--- config.mk ---
export PLATFORM = sky130hd
export DESIGN_NAME = pulse_width_wiper_stepper
export DESIGN_NICKNAME = d
export VERILOG_FILES = /design/src/design/wiper_pkg.sv /design/src/design/pulse_width_wiper_stepper.sv
export SDC_FILE = /design/constraint.sdc
export NUM_CORES = 1
export LEC_CHECK = 0
export ABC_AREA = 1
export BUFFER_PORTS_ARGS = -buffer_cell sky130_fd_sc_hd__buf_2
export CAP_MARGIN = 20
export CORE_ASPECT_RATIO = 1.2
export CORE_MARGIN = 8
export CORE_UTILIZATION = 69
export CTS_CLUSTER_DIAMETER = 50
export DETAILED_ROUTE_END_ITERATION = 7
export PLACE_DENSITY_LB_ADDON = 0.1
export SLEW_MARGIN = 5
export SYNTH_ARGS = -nofsm -noshare
export SYNTH_HDL_FRONTEND = slang
export SYNTH_SLANG_ARGS = --single-unit
--- constraint.sdc ---
create_clock -name clock -period 3.2 [get_ports clock]
set_clock_uncertainty 0.05 [all_clocks]
set_input_delay 0.32 -clock clock [delete_from_list [all_inputs] [get_ports clock]]
set_output_delay 0.32 -clock clock [all_outputs]
set_load 0.005 [all_outputs]
--- src/design/wiper_pkg.sv ---
// constants shared by the wiper stepper
`default_nettype none
package wiper_pkg;
  localparam int CLOCK_HZ = 125_000_000;
  localparam int TAP_COUNT = 64;
  localparam int POS_W = 6;
  localparam logic [5:0] POS_MAX = 6'h3F;
  localparam logic [5:0] POS_MIN = 6'h00;
  // times in their own units
  localparam int CONTACT_MIN_US = 1000;
  localparam int DIGITAL_MIN_US = 1;
  localparam int GAP_MIN_US = 1000;
  localparam int HOLD_MS = 1000;
  localparam int REPEAT_MS = 100;
  localparam int IDLE_MS = 1000;
  localparam int STORE_MS = 2000;
  // least times scale by whole cycles per microsecond
  localparam int CONTACT_MIN_CYC = (CONTACT_MIN_US * (CLOCK_HZ / 1_000_000));
  localparam int DIGITAL_MIN_CYC = (DIGITAL_MIN_US * (CLOCK_HZ / 1_000_000));
  localparam int GAP_MIN_CYC = (GAP_MIN_US * (CLOCK_HZ / 1_000_000));
  localparam int HOLD_CYC = HOLD_MS * (CLOCK_HZ / 1000);
  localparam int REPEAT_CYC = REPEAT_MS * (CLOCK_HZ / 1000);
  localparam int IDLE_CYC = IDLE_MS * (CLOCK_HZ / 1000);
  localparam int STORE_CYC = STORE_MS * (CLOCK_HZ / 1000);
  localparam int CNT_W = 32;
  typedef enum logic [1:0] {
    MODE_WAIT = 2'b00,
    MODE_SINGLE = 2'b01,
    MODE_DUAL = 2'b10
  } mode_t;
endpackage : wiper_pkg
`default_nettype wire

--- src/design/pulse_width_wiper_stepper.sv ---
// pulse-width decoder and 6-bit wiper stepper with delayed store
// Functional notes
// - wiper is a 6-bit position among 64 equal taps
// - single-button needs down contact high and step input floating at power-up
// - single-button closures step in the last direction moved
// - dual-button: up contact steps up, down contact steps down
// - dual-button selected unless down contact is high and step input floating at power-up
// - step input acts like single-button but accepts short pulses
// - step input works in every mode
// - each recognised pulse moves the wiper one tap, or, for a dual-button contact pulse, none at that end or with both contacts low
// - inputs idle high; falling edge starts a pulse
// - contact pulse: low longer than 1 ms, up to 1 s
// - step pulse: low longer than 1 us, up to 1 s
// - highs shorter than 1 ms merge pulses into one
// - held past 1 s, step once every 100 ms until release
// - single/step operation reverses direction at either end
// - single/step: direction reverses after 1 s of inactivity
// - dual-button stops at an end until the opposite pulse
// - restore stored position; store a change after 2 s delay
`default_nettype none
module pulse_width_wiper_stepper #(
  parameter int HOLD_CYC = wiper_pkg::HOLD_CYC,
  parameter int REPEAT_CYC = wiper_pkg::REPEAT_CYC,
  parameter int IDLE_CYC = wiper_pkg::IDLE_CYC,
  parameter int STORE_CYC = wiper_pkg::STORE_CYC,
  parameter int CONTACT_MIN_CYC = wiper_pkg::CONTACT_MIN_CYC,
  parameter int GAP_MIN_CYC = wiper_pkg::GAP_MIN_CYC
) (
  input wire logic clock,
  input wire logic arst_n,
  input wire logic up_contact_input,
  input wire logic down_contact_input,
  input wire logic step_input,
  // step input pull-up sense: high when the pin is left floating
  input wire logic step_floating,
  input wire logic [5:0] stored_position,
  output logic [5:0] wiper_position,
  output logic direction_up,
  output logic single_mode,
  output logic store_strobe,
  output logic [5:0] store_data
);

  // two-flop synchronisers for all pins
  logic [3:0] sync1_q;
  logic [3:0] sync2_q;
  always_ff @(posedge clock or negedge arst_n)
  begin
    if (!arst_n)
    begin
      sync1_q <= 4'hF;
      sync2_q <= 4'hF;
    end
    else
    begin
      sync1_q <= {step_floating, step_input, down_contact_input,
                  up_contact_input};
      sync2_q <= sync1_q;
    end
  end

  logic [2:0] raw_low;
  assign raw_low = ~sync2_q[2:0];

  // per-input pulse decoders: bit 0 up, 1 down, 2 step
  logic [2:0] step_pulse;
  logic [2:0] active;
  genvar gi;
  generate
    for (gi = 0; gi < 3; gi++)
    begin : g_dec
      logic [31:0] low_cnt_q;
      logic [31:0] high_cnt_q;
      logic in_pulse_q;
      logic fired_q;
      int min_cyc;
      assign min_cyc = (gi == 2) ? wiper_pkg::DIGITAL_MIN_CYC
                                 : CONTACT_MIN_CYC;
      assign active[gi] = in_pulse_q;
      always_ff @(posedge clock or negedge arst_n)
      begin
        if (!arst_n)
        begin
          low_cnt_q <= 32'h0;
          high_cnt_q <= 32'h0;
          in_pulse_q <= 1'b0;
          fired_q <= 1'b0;
        end
        else if (raw_low[gi])
        begin
          // a short high gap keeps the same pulse going
          high_cnt_q <= 32'h0;
          in_pulse_q <= 1'b1;
          if (!in_pulse_q)
            low_cnt_q <= 32'h1;
          else if (low_cnt_q == 32'(HOLD_CYC + REPEAT_CYC))
            low_cnt_q <= 32'(HOLD_CYC);
          else
            low_cnt_q <= low_cnt_q + 32'h1;
        end
        else if (in_pulse_q)
        begin
          high_cnt_q <= high_cnt_q + 32'h1;
          if (high_cnt_q >= 32'(GAP_MIN_CYC - 1))
          begin
            in_pulse_q <= 1'b0;
            fired_q <= 1'b0;
            low_cnt_q <= 32'h0;
          end
          else if (!fired_q && low_cnt_q > 32'(min_cyc))
            fired_q <= 1'b1;
        end
      end
      // single step on release of a qualifying pulse, repeats while held
      assign step_pulse[gi] =
        (in_pulse_q && !raw_low[gi] && !fired_q && high_cnt_q == 32'h0
         && low_cnt_q > 32'(min_cyc) && low_cnt_q <= 32'(HOLD_CYC))
        || (raw_low[gi] && in_pulse_q
            && low_cnt_q == 32'(HOLD_CYC + REPEAT_CYC));
    end
  endgenerate

  // the second sync flop shows real pin levels only two edges after
  // release; latching earlier would read its reset value instead
  logic [1:0] settle_q;
  always_ff @(posedge clock or negedge arst_n)
  begin
    if (!arst_n)
      settle_q <= 2'h0;
    else
      settle_q <= {settle_q[0], 1'b1};
  end

  // mode latched once, after the synchronisers have settled
  wiper_pkg::mode_t mode_q;
  always_ff @(posedge clock or negedge arst_n)
  begin
    if (!arst_n)
      mode_q <= wiper_pkg::MODE_WAIT;
    else if (mode_q == wiper_pkg::MODE_WAIT && settle_q[1])
    begin
      // down high and step floating give single-button, else dual
      if (sync2_q[1] && sync2_q[3])
        mode_q <= wiper_pkg::MODE_SINGLE;
      else
        mode_q <= wiper_pkg::MODE_DUAL;
    end
  end
  assign single_mode = (mode_q == wiper_pkg::MODE_SINGLE);
  logic dual;
  assign dual = (mode_q == wiper_pkg::MODE_DUAL);

  // step decisions
  logic both_held;
  logic go_up;
  logic go_down;
  logic go_toggle;
  assign both_held = dual && active[0] && active[1];
  assign go_up = dual && step_pulse[0] && !both_held;
  assign go_down = dual && step_pulse[1] && !both_held;
  assign go_toggle = step_pulse[2] || (single_mode && step_pulse[0]);

  // inactivity timer on up contact and step input
  logic [31:0] idle_cnt_q;
  logic idle_flip;
  assign idle_flip = (idle_cnt_q == 32'(IDLE_CYC - 1));
  always_ff @(posedge clock or negedge arst_n)
  begin
    if (!arst_n)
      idle_cnt_q <= 32'h0;
    else if (active[0] || active[2])
      idle_cnt_q <= 32'h0;
    else if (idle_cnt_q != 32'(IDLE_CYC))
      idle_cnt_q <= idle_cnt_q + 32'h1;
  end

  // wiper position and direction
  logic [5:0] pos_q;
  logic dir_q;
  logic loaded_q;
  // at_end: pointing past an end; near_end: next step lands on one
  logic at_end;
  logic near_end;
  assign at_end = dir_q ? (pos_q == wiper_pkg::POS_MAX)
                        : (pos_q == wiper_pkg::POS_MIN);
  assign near_end = dir_q ? (pos_q == wiper_pkg::POS_MAX - 6'h01)
                          : (pos_q == wiper_pkg::POS_MIN + 6'h01);
  always_ff @(posedge clock or negedge arst_n)
  begin
    if (!arst_n)
    begin
      pos_q <= 6'h00;
      dir_q <= 1'b1;
      loaded_q <= 1'b0;
    end
    else if (!loaded_q)
    begin
      pos_q <= stored_position;
      loaded_q <= 1'b1;
    end
    else if (go_up && pos_q != wiper_pkg::POS_MAX)
    begin
      pos_q <= pos_q + 6'h01;
      dir_q <= 1'b1;
    end
    else if (go_down && pos_q != wiper_pkg::POS_MIN)
    begin
      pos_q <= pos_q - 6'h01;
      dir_q <= 1'b0;
    end
    else if (go_toggle)
    begin
      // direction turns as the wiper lands on an end; an idle flip at an
      // end leaves it pointing outward, so that step bounces back
      if (at_end)
      begin
        pos_q <= dir_q ? pos_q - 6'h01 : pos_q + 6'h01;
        dir_q <= ~dir_q;
      end
      else
      begin
        pos_q <= dir_q ? pos_q + 6'h01 : pos_q - 6'h01;
        if (near_end)
          dir_q <= ~dir_q;
      end
    end
    else if (idle_flip)
      dir_q <= ~dir_q;
  end
  assign wiper_position = pos_q;
  assign direction_up = dir_q;

  // delayed store of changed position
  logic [31:0] store_cnt_q;
  logic [5:0] last_q;
  logic pend_q;
  always_ff @(posedge clock or negedge arst_n)
  begin
    if (!arst_n)
    begin
      store_cnt_q <= 32'h0;
      last_q <= 6'h00;
      pend_q <= 1'b0;
      store_strobe <= 1'b0;
      store_data <= 6'h00;
    end
    else
    begin
      store_strobe <= 1'b0;
      // start from the restored value so the load is not a change
      last_q <= loaded_q ? pos_q : stored_position;
      if (loaded_q && last_q != pos_q)
      begin
        pend_q <= 1'b1;
        store_cnt_q <= 32'h0;
      end
      else if (pend_q && store_cnt_q == 32'(STORE_CYC - 1))
      begin
        pend_q <= 1'b0;
        store_strobe <= 1'b1;
        store_data <= pos_q;
      end
      else if (pend_q)
        store_cnt_q <= store_cnt_q + 32'h1;
    end
  end

  // checks
  one_tap_a: assert property (@(posedge clock) disable iff (!arst_n)
    loaded_q && $past(loaded_q) && pos_q != $past(pos_q) |->
      (pos_q - $past(pos_q) == 6'h01 || $past(pos_q) - pos_q == 6'h01))
    else $error("wiper moved more than one tap");
  dual_stop_a: assert property (@(posedge clock) disable iff (!arst_n)
    dual && pos_q == wiper_pkg::POS_MAX && !step_pulse[2] |=>
      pos_q == wiper_pkg::POS_MAX || pos_q == 6'h3E)
    else $error("wiper left top end wrongly");
  both_hold_a: assert property (@(posedge clock) disable iff (!arst_n)
    loaded_q && both_held && !step_pulse[2] |=> $stable(pos_q))
    else $error("wiper moved with both contacts low");
  mode_once_a: assert property (@(posedge clock) disable iff (!arst_n)
    mode_q != wiper_pkg::MODE_WAIT |=> $stable(mode_q))
    else $error("mode changed after latch");
  store_data_a: assert property (@(posedge clock) disable iff (!arst_n)
    store_strobe |-> store_data == $past(pos_q))
    else $error("stored value differs from wiper");
  dual_up_a: assert property (@(posedge clock) disable iff (!arst_n)
    go_up && !go_toggle && pos_q != wiper_pkg::POS_MAX |=> dir_q)
    else $error("up contact did not move up");
  end_rev_a: assert property (@(posedge clock) disable iff (!arst_n)
    loaded_q && go_toggle && !go_up && !go_down && dir_q
    && pos_q == 6'h3E |=> !dir_q && pos_q == wiper_pkg::POS_MAX)
    else $error("no reversal at top end");
  idle_rev_a: assert property (@(posedge clock) disable iff (!arst_n)
    loaded_q && idle_flip && !go_up && !go_down && !go_toggle
    |=> dir_q != $past(dir_q))
    else $error("no reversal after idle");
  store_c: cover property (@(posedge clock) disable iff (!arst_n)
    store_strobe);
  top_c: cover property (@(posedge clock) disable iff (!arst_n)
    pos_q == wiper_pkg::POS_MAX);
  single_c: cover property (@(posedge clock) disable iff (!arst_n)
    single_mode && step_pulse[0]);

endmodule : pulse_width_wiper_stepper
`default_nettype wire

==> results of run 1 <==
==> cells in the mapped netlist, types with 4 or more instances <==
cell type,n
a211oi_1,10
a21oi_1,136
a21oi_2,4
a221oi_1,4
a31oi_1,6
buf_2,12
clkbuf_1,25
clkinv_1,5
dfrtp_1,286
dfstp_2,9
ha_1,22
inv_1,346
inv_2,25
nand2_1,480
nand2_2,8
nand2_4,4
nand3_1,138
nand3_2,17
nand3b_1,5
nand4_1,111
nor2_1,295
nor2_2,24
nor2_4,9
nor3_1,149
nor3_2,20
nor3b_1,7
nor4_1,49
nor4_2,4
o211ai_1,8
o21a_1,6
o21ai_0,159
o21ai_1,7
o221ai_1,5
o22ai_1,4
o31ai_1,14
o32ai_1,10
or2_2,5
xnor2_1,5
xor2_1,66
==> through the flow <==
stage | std cells | hold slack (ns) | setup slack (ns)
floorplan | 2535 | -0.02559 | 1.119
global placement | 2879 | 0.2771 | 0.5936
detailed placement | 2879 | 0.2763 | 0.5157
CTS | 2943 | 0.009215 | 0.4954
global route | 2943 | 0.01385 | 0.2732
finish | 2943 | 0.02086 | 0.4803
==> worst min-delay path, stage by stage <==
cell and delay [ns]:
buf_2 0.08, nand2_1 0.06, o21ai_0 0.07
==> cell type report <==
cell class,count,area share [%]
Clock inverter,16,0.9660
Clock buffer,43,4.910
Timing Repair Buffer,54,1.907
Multi-Input combinational cell,1823,46.82
Sequential cell,295,36.36
Tap cell,335,2.061
Inverter,377,6.983
==> flip-flops by register name (all words and copies together) (netlist names), 4 cells and up <==
signal and count:
last_q 6, sync1_q 4, wiper_position 6, g_dec.high_cnt_q 96
store_cnt_q 32, g_dec.low_cnt_q 96, idle_cnt_q 32, store_data 6
sync2_q 4
==> per-layer routing <==
metal	up-vias	GRT usage (%)	share of wire [%]
li1	8602	-	-
met1	8226	37.69	41
met2	753	49.55	49
met3	143	4.293	6.7
met4	0	12.32	3.6
met5	-	0	0
==> report_power, final <==
part           switching (mW)  internal [mW]
sequential              0.120           3.82
combinational           0.464          0.211
clock                    1.61           2.49
total                    2.19           6.52
==> what timing repair did <==
action	CTS	global route
endpoints found under the hold margin	69	0
gates resized for setup	0	0
hold buffers	5	0
==> logic make-up (layout without fill, tap and decap cells) <==
kind of cell    after synthesis  after routing  synth area share, %
flops                       295            295                39.93
fa+ha+maj                    22             22                1.487
xor+xnor                     71             71                3.359
compound gates              387            387                11.84
simple gates               1342           1342                34.72
other cells                   1              1              0.02025
buf+inv                     417            490                8.644
==> path summary, 6_finish.rpt <==
kind	from	to	cells after the start
setup reg to reg	g_dec[2].high_cnt_q[0]	g_dec[2].low_cnt_q[13]	13
hold / removal	stored_position[2]	last_q[2]	3
hold reg to reg	sync1_q[1]	sync2_q[1]	0
setup / recovery	g_dec[2].high_cnt_q[0]	g_dec[2].low_cnt_q[13]	13
min in group asynchronous	arst_n	g_dec[1].low_cnt_q[21]	2
max in group asynchronous	arst_n	idle_cnt_q[17]	3
==> results.py, run 1 <==
metrics = {
    "pwr": {
        "power_mw": 8.714,
        "ir_worst_vdd_mv": 0.4529,
        "p_leak_nw": 8.793,
        "power_density_nw_per_um2": 428.5,
    },
    "worst_setup_path": {
        "critical_path.max_stage_delay_ns": 0.47,
        "critical_path.max_fanout": 12,
        "slowest_stage": "o21ai_1",
        "critPathKind": "reg -> reg",
        "path_buf_inv": 1,
        "endpoint_kind": "register",
        "critical_path.top_delay_family": "compound AO/OA/AOI/OAI gates",
        "startpoint_type": "register",
        "worst_ep_arrival_time_ns": 3.11,
        "cp_common_cell": "nand2_1",
        "reg2reg_setup_slack_ns": 0.48,
        "required_ns": 3.59,
        "worstPathCellList": "ha_1, nand2_1, a31oi_1, o21ai_0, nand2_1, nand2_1, nand2_1, nand2_1, nand2_2, o21ai_1, inv_2, a21oi_1, o21a_1",
    },
    "finish": {
        "drive_gt1_share_pct": 9.624,
        "layout_commonest_cell": "nand2_1",
        "design_area_um2": 20340,
        "final_core_util_pct": 77.17,
        "antenna_cells": 0,
        "final_cell_mix": "480 x nand2_1, 346 x inv_1, 295 x nor2_1, 286 x dfrtp_1, 159 x o21ai_0",
        "final-seq-area_um2": 7393,
        "area_growth_pct": 9.840,
        "fill_cells": 1910,
        "multi_input_area_um2": 9520,
        "nNetsFinal": 2621,
    },
    "clock_tree": {
        "clkTransAtPathRegs_ns": 0.06,
        "root_buffer": "clkbuf_16",
        "cts_setup_buffers": 0,
        "insertion_delay_ns": 0.51,
        "clockBufferDepth": 3,
        "cts-buffers-inserted": 36,
        "cts_tree": "built",
        "htreeDepth": 2,
        "cts_sinks": 295,
    },
    "die": {
        "dieArea_um2": 32350,
        "die_y_um": 195.4,
        "rows": 65,
        "ios": 27,
        "coreArea_um2": 26350,
        "die-width_um": 165.5,
        "start_util_pct": 70.26,
    },
    "global_routing": {
        "track_usage_pct": 29.67,
        "antenna_found_initial": 0,
        "first_global_vias": 17210,
        "grt_max_degree": 74,
        "overflow": 0,
        "grt_pass1_wl_um": 80720,
    },
    "flow_run": {
        "cap_violations": 0,
    },
    "sta": {
        "fmax_ghz": 0.3677,
        "maxSlewHeadroom_pct": 49.37,
        "finalHoldViolations": 0,
        "setup_tns_ns": 0,
        "finalSetupViolCount": 0,
        "timing.final.crit_share_pct": 84.99,
        "slew_viol_final": 0,
        "min_period_ns": 2.720,
        "tightest_slew_ns": 0.7594,
        "rsz0062_at_grt": "no",
    },
    "routing": {
        "drt-initial-drc-count": 1692,
        "drc": 0,
        "drt-total-wl_um": 47910,
        "dr.pass1.iters": 6,
        "detail_route.wl_per_cell_um": 16.28,
        "ant_nets": 0,
        "vias": 17720,
        "via_per_inst": 6.022,
    },
    "yosys": {
        "ys_warn_count": 0,
        "syn_inst": 2535,
        "avgSynthCellArea_um2": 7.303,
        "synthesis.nets": 2569,
        "seq_area_frac_synth_pct": 39.93,
        "synth_cell_types": 65,
        "synth_top_area_share_pct": 38.66,
        "syn-cell-area_um2": 18510,
        "synthFlopType": "dfrtp_1",
        "ys_top_cells_by_area": "dfrtp_1 39%, nand2_1 9.7%, inv_1 7.0%, nor2_1 6.0%, o21ai_0 4.3%",
        "synth_top_cell_by_area": "dfrtp_1",
        "synthArstFlopShare_pct": 100.0,
        "ys_ff_latch": 295,
        "synth_edf_count": 0,
    },
    "outcome": {
        "outcome": "finished, final reports clean",
    },
    "place": {
        "io_buffers": 26,
        "place_area_um2": 19090,
        "place.gp.congestion": 0.9696,
        "dp_hpwl_um": 34990,
    },
    "min_path": {
        "hp-class": "in -> reg",
    },
}
Note: power is estimated with default switching activity, not from simulation.
==> inputs of run 2 (changes only) <==
--- a/config.mk
+++ b/config.mk
@@ -10,7 +10,7 @@
 export CAP_MARGIN = 20
 export CORE_ASPECT_RATIO = 1.2
 export CORE_MARGIN = 8
-export CORE_UTILIZATION = 69
+export CORE_UTILIZATION = 64
 export CTS_CLUSTER_DIAMETER = 50
 export DETAILED_ROUTE_END_ITERATION = 7
 export PLACE_DENSITY_LB_ADDON = 0.1
==> constraint.sdc (replaced) <==
create_clock -name clock -period 2.8 [get_ports clock]
set_clock_uncertainty 0.05 [all_clocks]
set_input_delay 0.28 -clock clock [delete_from_list [all_inputs] [get_ports clock]]
set_output_delay 0.28 -clock clock [all_outputs]
set_load 0.005 [all_outputs]
==> run 2 against run 1 <==
- largest cell class unchanged
- non-clock buffer count rose by 21
- largest power group unchanged
- wire length rose by 0.97%
- via count barely moved
==> results.py, run 2 (synthesized netlist as in run 1, its figures left out) <==
metrics = {
    "global_routing": {
        "overflow": 0,
        "track_usage_pct": 28.45,
        "antenna_found_initial": 0,
        "first_global_vias": 17720,
        "grt_pass1_wl_um": 82700,
        "grt_max_degree": 76,
    },
    "finish": {
        "final_core_util_pct": 71.87,
        "drive_gt1_share_pct": 9.947,
        "reg.largest.list": "g_dec.high_cnt_q x96, g_dec.low_cnt_q x96",
        "nNetsFinal": 2643,
        "final_cell_mix": "480 x nand2_1, 346 x inv_1, 295 x nor2_1, 286 x dfrtp_1, 159 x o21ai_0",
        "antenna_cells": 0,
        "layout_commonest_cell": "nand2_1",
        "area_growth_pct": 10.98,
    },
    "clock_tree": {
        "insertion_delay_ns": 0.53,
        "cts_sinks": 295,
        "htreeDepth": 2,
        "root_buffer": "clkbuf_16",
        "clkTransAtPathRegs_ns": 0.06,
        "cts_resized": 0,
        "clockBufferDepth": 3,
        "cts-buffers-inserted": 37,
        "cts_tree": "built",
    },
    "worst_setup_path": {
        "critical_path.max_fanout": 10,
        "endpoint_kind": "register",
        "r2r_end": "g_dec[0].low_cnt_q[15]",
        "worstReg2RegStart": "g_dec[0].low_cnt_q[1]",
        "reg2reg_setup_slack_ns": 0.25,
        "startpoint_type": "register",
        "ff2ff_path_depth": 12,
        "critPathKind": "reg -> reg",
        "worst_ep_arrival_time_ns": 2.90,
        "required_ns": 3.15,
    },
    "place": {
        "io_buffers": 26,
        "place.gp.congestion": 1.003,
        "dp_hpwl_um": 35420,
    },
    "die": {
        "die_y_um": 202.3,
        "rows": 68,
        "start_util_pct": 64.76,
        "dieArea_um2": 34650,
        "ios": 27,
        "coreArea_um2": 28590,
        "die-width_um": 171.3,
    },
    "routing": {
        "via_per_inst": 5.873,
        "drt-total-wl_um": 48380,
        "dr.pass1.iters": 6,
        "vias": 17730,
        "drt-initial-drc-count": 1589,
        "drc": 0,
        "detail_route.wl_per_cell_um": 16.02,
        "ant_nets": 0,
    },
    "pwr": {
        "ir_worst_vdd_mv": 0.5354,
        "p_leak_nw": 8.876,
        "power_density_nw_per_um2": 482.1,
    },
    "sta": {
        "setup_tns_ns": 0,
        "slew_viol_final": 0,
        "min_period_ns": 2.548,
        "tightest_slew_ns": 0.6963,
        "fmax_ghz": 0.3924,
        "timing.final.crit_share_pct": 91.01,
        "finalHoldViolations": 0,
        "rsz0062_at_grt": "no",
        "finalSetupViolCount": 0,
        "maxSlewHeadroom_pct": 53.27,
    },
    "min_path": {
        "hp-class": "in -> async",
    },
    "outcome": {
        "outcome": "finished, final reports clean",
    },
    "flow_run": {
        "cap_violations": 0,
    },
}
run 2: critical path: stages, from the launching register on:
cell and delay, ns:
dfrtp_1 0.40, inv_1 0.11, ha_1 0.22, inv_1 0.05, nor3_1 0.18, nand2_1 0.06
nor4_1 0.14, and2_1 0.20, nor2_1 0.07, nor2_2 0.47, inv_1 0.27, o21ai_0 0.14
a21oi_1 0.06
run 2: worst max path at each step:
stage                           start                       to  slack, ns
4_1_cts        g_dec[2].high_cnt_q[0]   g_dec[2].low_cnt_q[13]       0.32
5_1_grt        g_dec[2].high_cnt_q[0]   g_dec[2].low_cnt_q[13]      0.005
3_3_place_gp   g_dec[0].low_cnt_q[19]        wiper_position[3]       0.35
3_5_place_dp   g_dec[2].high_cnt_q[0]   g_dec[2].low_cnt_q[13]       0.34
2_1_floorplan  g_dec[2].high_cnt_q[0]  g_dec[2].high_cnt_q[30]       0.72
6_report        g_dec[0].low_cnt_q[1]   g_dec[0].low_cnt_q[15]       0.25
run 2: per-stage QoR:
step	hold slack [ns]	total power, mW	instance area [um2]	setup slack [ns]	cells
2_1_floorplan	-0.06559	5.032	18510	0.7194	2535
3_3_place_gp	0.2607	5.327	19280	0.3487	2944
3_5_place_dp	0.2665	5.363	19280	0.3368	2944
4_1_cts	0.3069	9.975	20550	0.3165	3019
5_1_grt	0.3084	10.25	20550	0.005438	3019
6_report	0.2721	9.906	20550	0.2518	3019
run 2: metal layers:
metal	global-route usage (%)	share of wire, %	up-vias
met3	3.553	4.7	165
met4	12.41	4.1	0
li1	-	-	8653
met2	49.96	50	572
met1	34.36	41	8342
met5	0	0	-
run 2: cell type report:
cell class	count	area [um2]
inverter	377	1420
multi-input combinational	1823	9520
timing repair buffer	75	573.1
sequential	295	7393
fill	2358	8041
tap	385	481.7
clock buffer	52	1032
clock inverter	12	125.1
run 2: power by group:
group          internal, mW  switching [mW]  total [mW]
clock network          2.76            1.84        4.60
registers              4.37           0.121        4.49
logic                 0.261           0.558       0.819
run 2: what timing repair did:
action / CTS / global route
hold buffers: 11 / 0
buffers inserted: 0 / 0
endpoints found under the hold margin: 71 / 0
==> inputs of run 3 (changes only) <==
--- a/config.mk
+++ b/config.mk
@@ -7,12 +7,13 @@
 export LEC_CHECK = 0
 export ABC_AREA = 1
 export BUFFER_PORTS_ARGS = -buffer_cell sky130_fd_sc_hd__buf_2
-export CAP_MARGIN = 20
+export CAP_MARGIN = 0
 export CORE_ASPECT_RATIO = 1.2
 export CORE_MARGIN = 8
 export CORE_UTILIZATION = 64
 export CTS_CLUSTER_DIAMETER = 50
 export DETAILED_ROUTE_END_ITERATION = 7
+export MAX_ROUTING_LAYER = met4
 export PLACE_DENSITY_LB_ADDON = 0.1
 export SLEW_MARGIN = 5
 export SYNTH_ARGS = -nofsm -noshare
==> run 3 against run 2 <==
- via count up 0.52%
- first-iteration DRC count down 3.7%
- critical path depth up 1
- clock-buffer cell count up 1
- core utilization up 0.088 points
- global-route usage up 0.46 points
- clock power down 1%
- sequential share of layout area about the same
- worst setup slack about the same
==> results.py, run 3 (synthesized netlist as in run 1, its figures left out) <==
metrics = {
    "outcome": {
        "outcome": "finished, final reports clean",
    },
    "routing": {
        "drc": 0,
        "vias": 17830,
        "dr.pass1.iters": 5,
        "drt-initial-drc-count": 1531,
        "drt-total-wl_um": 47960,
        "detail_route.wl_per_cell_um": 15.89,
        "ant_nets": 0,
        "via_per_inst": 5.904,
    },
    "clock_tree": {
        "root_buffer": "clkbuf_16",
        "cts_sinks": 295,
        "insertion_delay_ns": 0.53,
        "htreeDepth": 2,
        "clkTransAtPathRegs_ns": 0.06,
        "clockBufferDepth": 3,
        "cts_tree": "built",
        "cts-buffers-inserted": 36,
        "cts_setup_buffers": 0,
    },
    "finish": {
        "final_core_util_pct": 71.96,
        "layout_commonest_cell": "nand2_1",
        "design_area_um2": 20570,
        "antenna_cells": 0,
        "layout.cells.non_filler": 3019,
        "final_cell_mix": "480 x nand2_1, 346 x inv_1, 295 x nor2_1, 286 x dfrtp_1, 159 x o21ai_0",
        "drive_gt1_share_pct": 10.06,
        "reg.largest.list": "g_dec.high_cnt_q x96, g_dec.low_cnt_q x96",
        "area_growth_pct": 11.11,
        "nNetsFinal": 2643,
    },
    "flow_run": {
        "cap_violations": 0,
    },
    "pwr": {
        "p_leak_nw": 8.872,
        "ir_worst_vdd_mv": 0.5026,
        "power_density_nw_per_um2": 479.0,
        "power_mw": 9.854,
    },
    "worst_setup_path": {
        "critical_path.max_stage_delay_ns": 0.39,
        "reg2reg_setup_slack_ns": 0.25,
        "critPathKind": "reg -> reg",
        "r2r_end": "g_dec[2].low_cnt_q[26]",
        "worstReg2RegStart": "g_dec[2].low_cnt_q[0]",
        "required_ns": 3.21,
        "slowest_stage": "dfrtp_1",
        "worst_ep_arrival_time_ns": 2.96,
        "critical_path.max_fanout": 5,
        "worstPathCellList": "ha_1, nand3_1, nor2_1, nand2_1, inv_1, nand2_1, nor3_1, nand4_1, nor2_1, nand4_1, o21ai_0, nand3_1, nand3_1",
        "ff2ff_path_depth": 13,
        "endpoint_kind": "register",
        "startpoint_type": "register",
        "cp_common_cell": "nand3_1",
    },
    "sta": {
        "finalHoldViolations": 0,
        "setup_tns_ns": 0,
        "tightest_slew_ns": 0.6452,
        "setup_slack_ns": 0.2519,
        "min_period_ns": 2.548,
        "timing.final.crit_share_pct": 91.00,
        "whs_ns": 0.2463,
        "fmax_ghz": 0.3924,
        "rsz0062_at_grt": "no",
        "slew_viol_final": 0,
        "maxSlewHeadroom_pct": 56.66,
        "finalSetupViolCount": 0,
    },
    "die": {
        "die_y_um": 202.3,
        "die-width_um": 171.3,
        "ios": 27,
        "coreArea_um2": 28590,
        "dieArea_um2": 34650,
        "rows": 68,
        "start_util_pct": 64.76,
    },
    "global_routing": {
        "first_global_vias": 17530,
        "overflow": 0,
        "grt_busiest_layer": "met2",
        "track_usage_pct": 28.91,
        "grtUsageMet3_pct": 3.455,
        "use_met1_pct": 34.73,
        "grtUsageMet2_pct": 48.16,
        "grt_max_degree": 63,
        "antenna_found_initial": 0,
        "grt_pass1_wl_um": 81850,
    },
    "place": {
        "numPlacedInstances": 2945,
        "io_buffers": 26,
        "place.gp.congestion": 1.004,
        "dp_hpwl_um": 35170,
        "pre_cts_slack_ns": 0.2952,
        "place_area_um2": 19300,
    },
    "min_path": {
        "hp-class": "in -> async",
    },
}
run 3: changes by cell type in the layout (fill, tap and decap cells not counted), sizes merged:
cell | previous run | this run
buf | 64 | 65
bufinv | 2 | 1
clkbuf | 52 | 53
clkinv | 12 | 8
clkinvlp | 0 | 4
inv | 375 | 374
run 3: cell type report:
type / count / area (um2)
Multi-Input combinational cell: 1823 / 9524
Fill cell: 2342 / 8016
Sequential cell: 295 / 7393
Inverter: 377 / 1420
Clock buffer: 53 / 1066
Timing Repair Buffer: 76 / 593.1
Tap cell: 385 / 481.7
Clock inverter: 10 / 92.59
run 3: worst max-delay path by stage:
| stage | startpoint | endpoint | slack [ns] | cells after the start |
|---|---|---|---|---|
| detailed placement | g_dec[2].high_cnt_q[0] | g_dec[2].low_cnt_q[13] | 0.30 | 13 |
| floorplan | g_dec[2].high_cnt_q[0] | g_dec[2].high_cnt_q[30] | 0.72 | 15 |
| CTS | g_dec[2].high_cnt_q[0] | g_dec[2].low_cnt_q[13] | 0.28 | 13 |
| global route | g_dec[0].low_cnt_q[19] | wiper_position[3] | 0.03 | 16 |
| global placement | g_dec[0].low_cnt_q[28] | wiper_position[3] | 0.26 | 14 |
| finish | g_dec[2].low_cnt_q[0] | g_dec[2].low_cnt_q[26] | 0.25 | 13 |
run 3: what timing repair did:
| action | in CTS | in global routing |
|---|---|---|
| gates resized for setup | 0 | 1 |
| hold endpoints to repair | 63 | 0 |
| hold buffers | 11 | 0 |
| setup endpoints to repair | 0 | 1 |
run 3: layer usage:
| metal | vias up | wire (um) |
|---|---|---|
| met5 | - | 0 |
| met4 | 0 | 1967 |
| li1 | 8647 | - |
| met2 | 601 | 23820 |
| met1 | 8412 | 19800 |
| met3 | 165 | 2377 |
run 3: critical path, delay by kind of cell (launching register included):
family          cells  cell delay, ns
flops               1            0.39
buf+inv             1            0.09
compound gates      1            0.24
fa+ha+maj           1            0.21
simple gates       10            1.48
run 3: report_power, final:
group	internal, mW	leakage, nW	switching (mW)
logic	0.264	4.31	0.551
registers	4.37	4.00	0.119
clock network	2.73	0.558	1.82
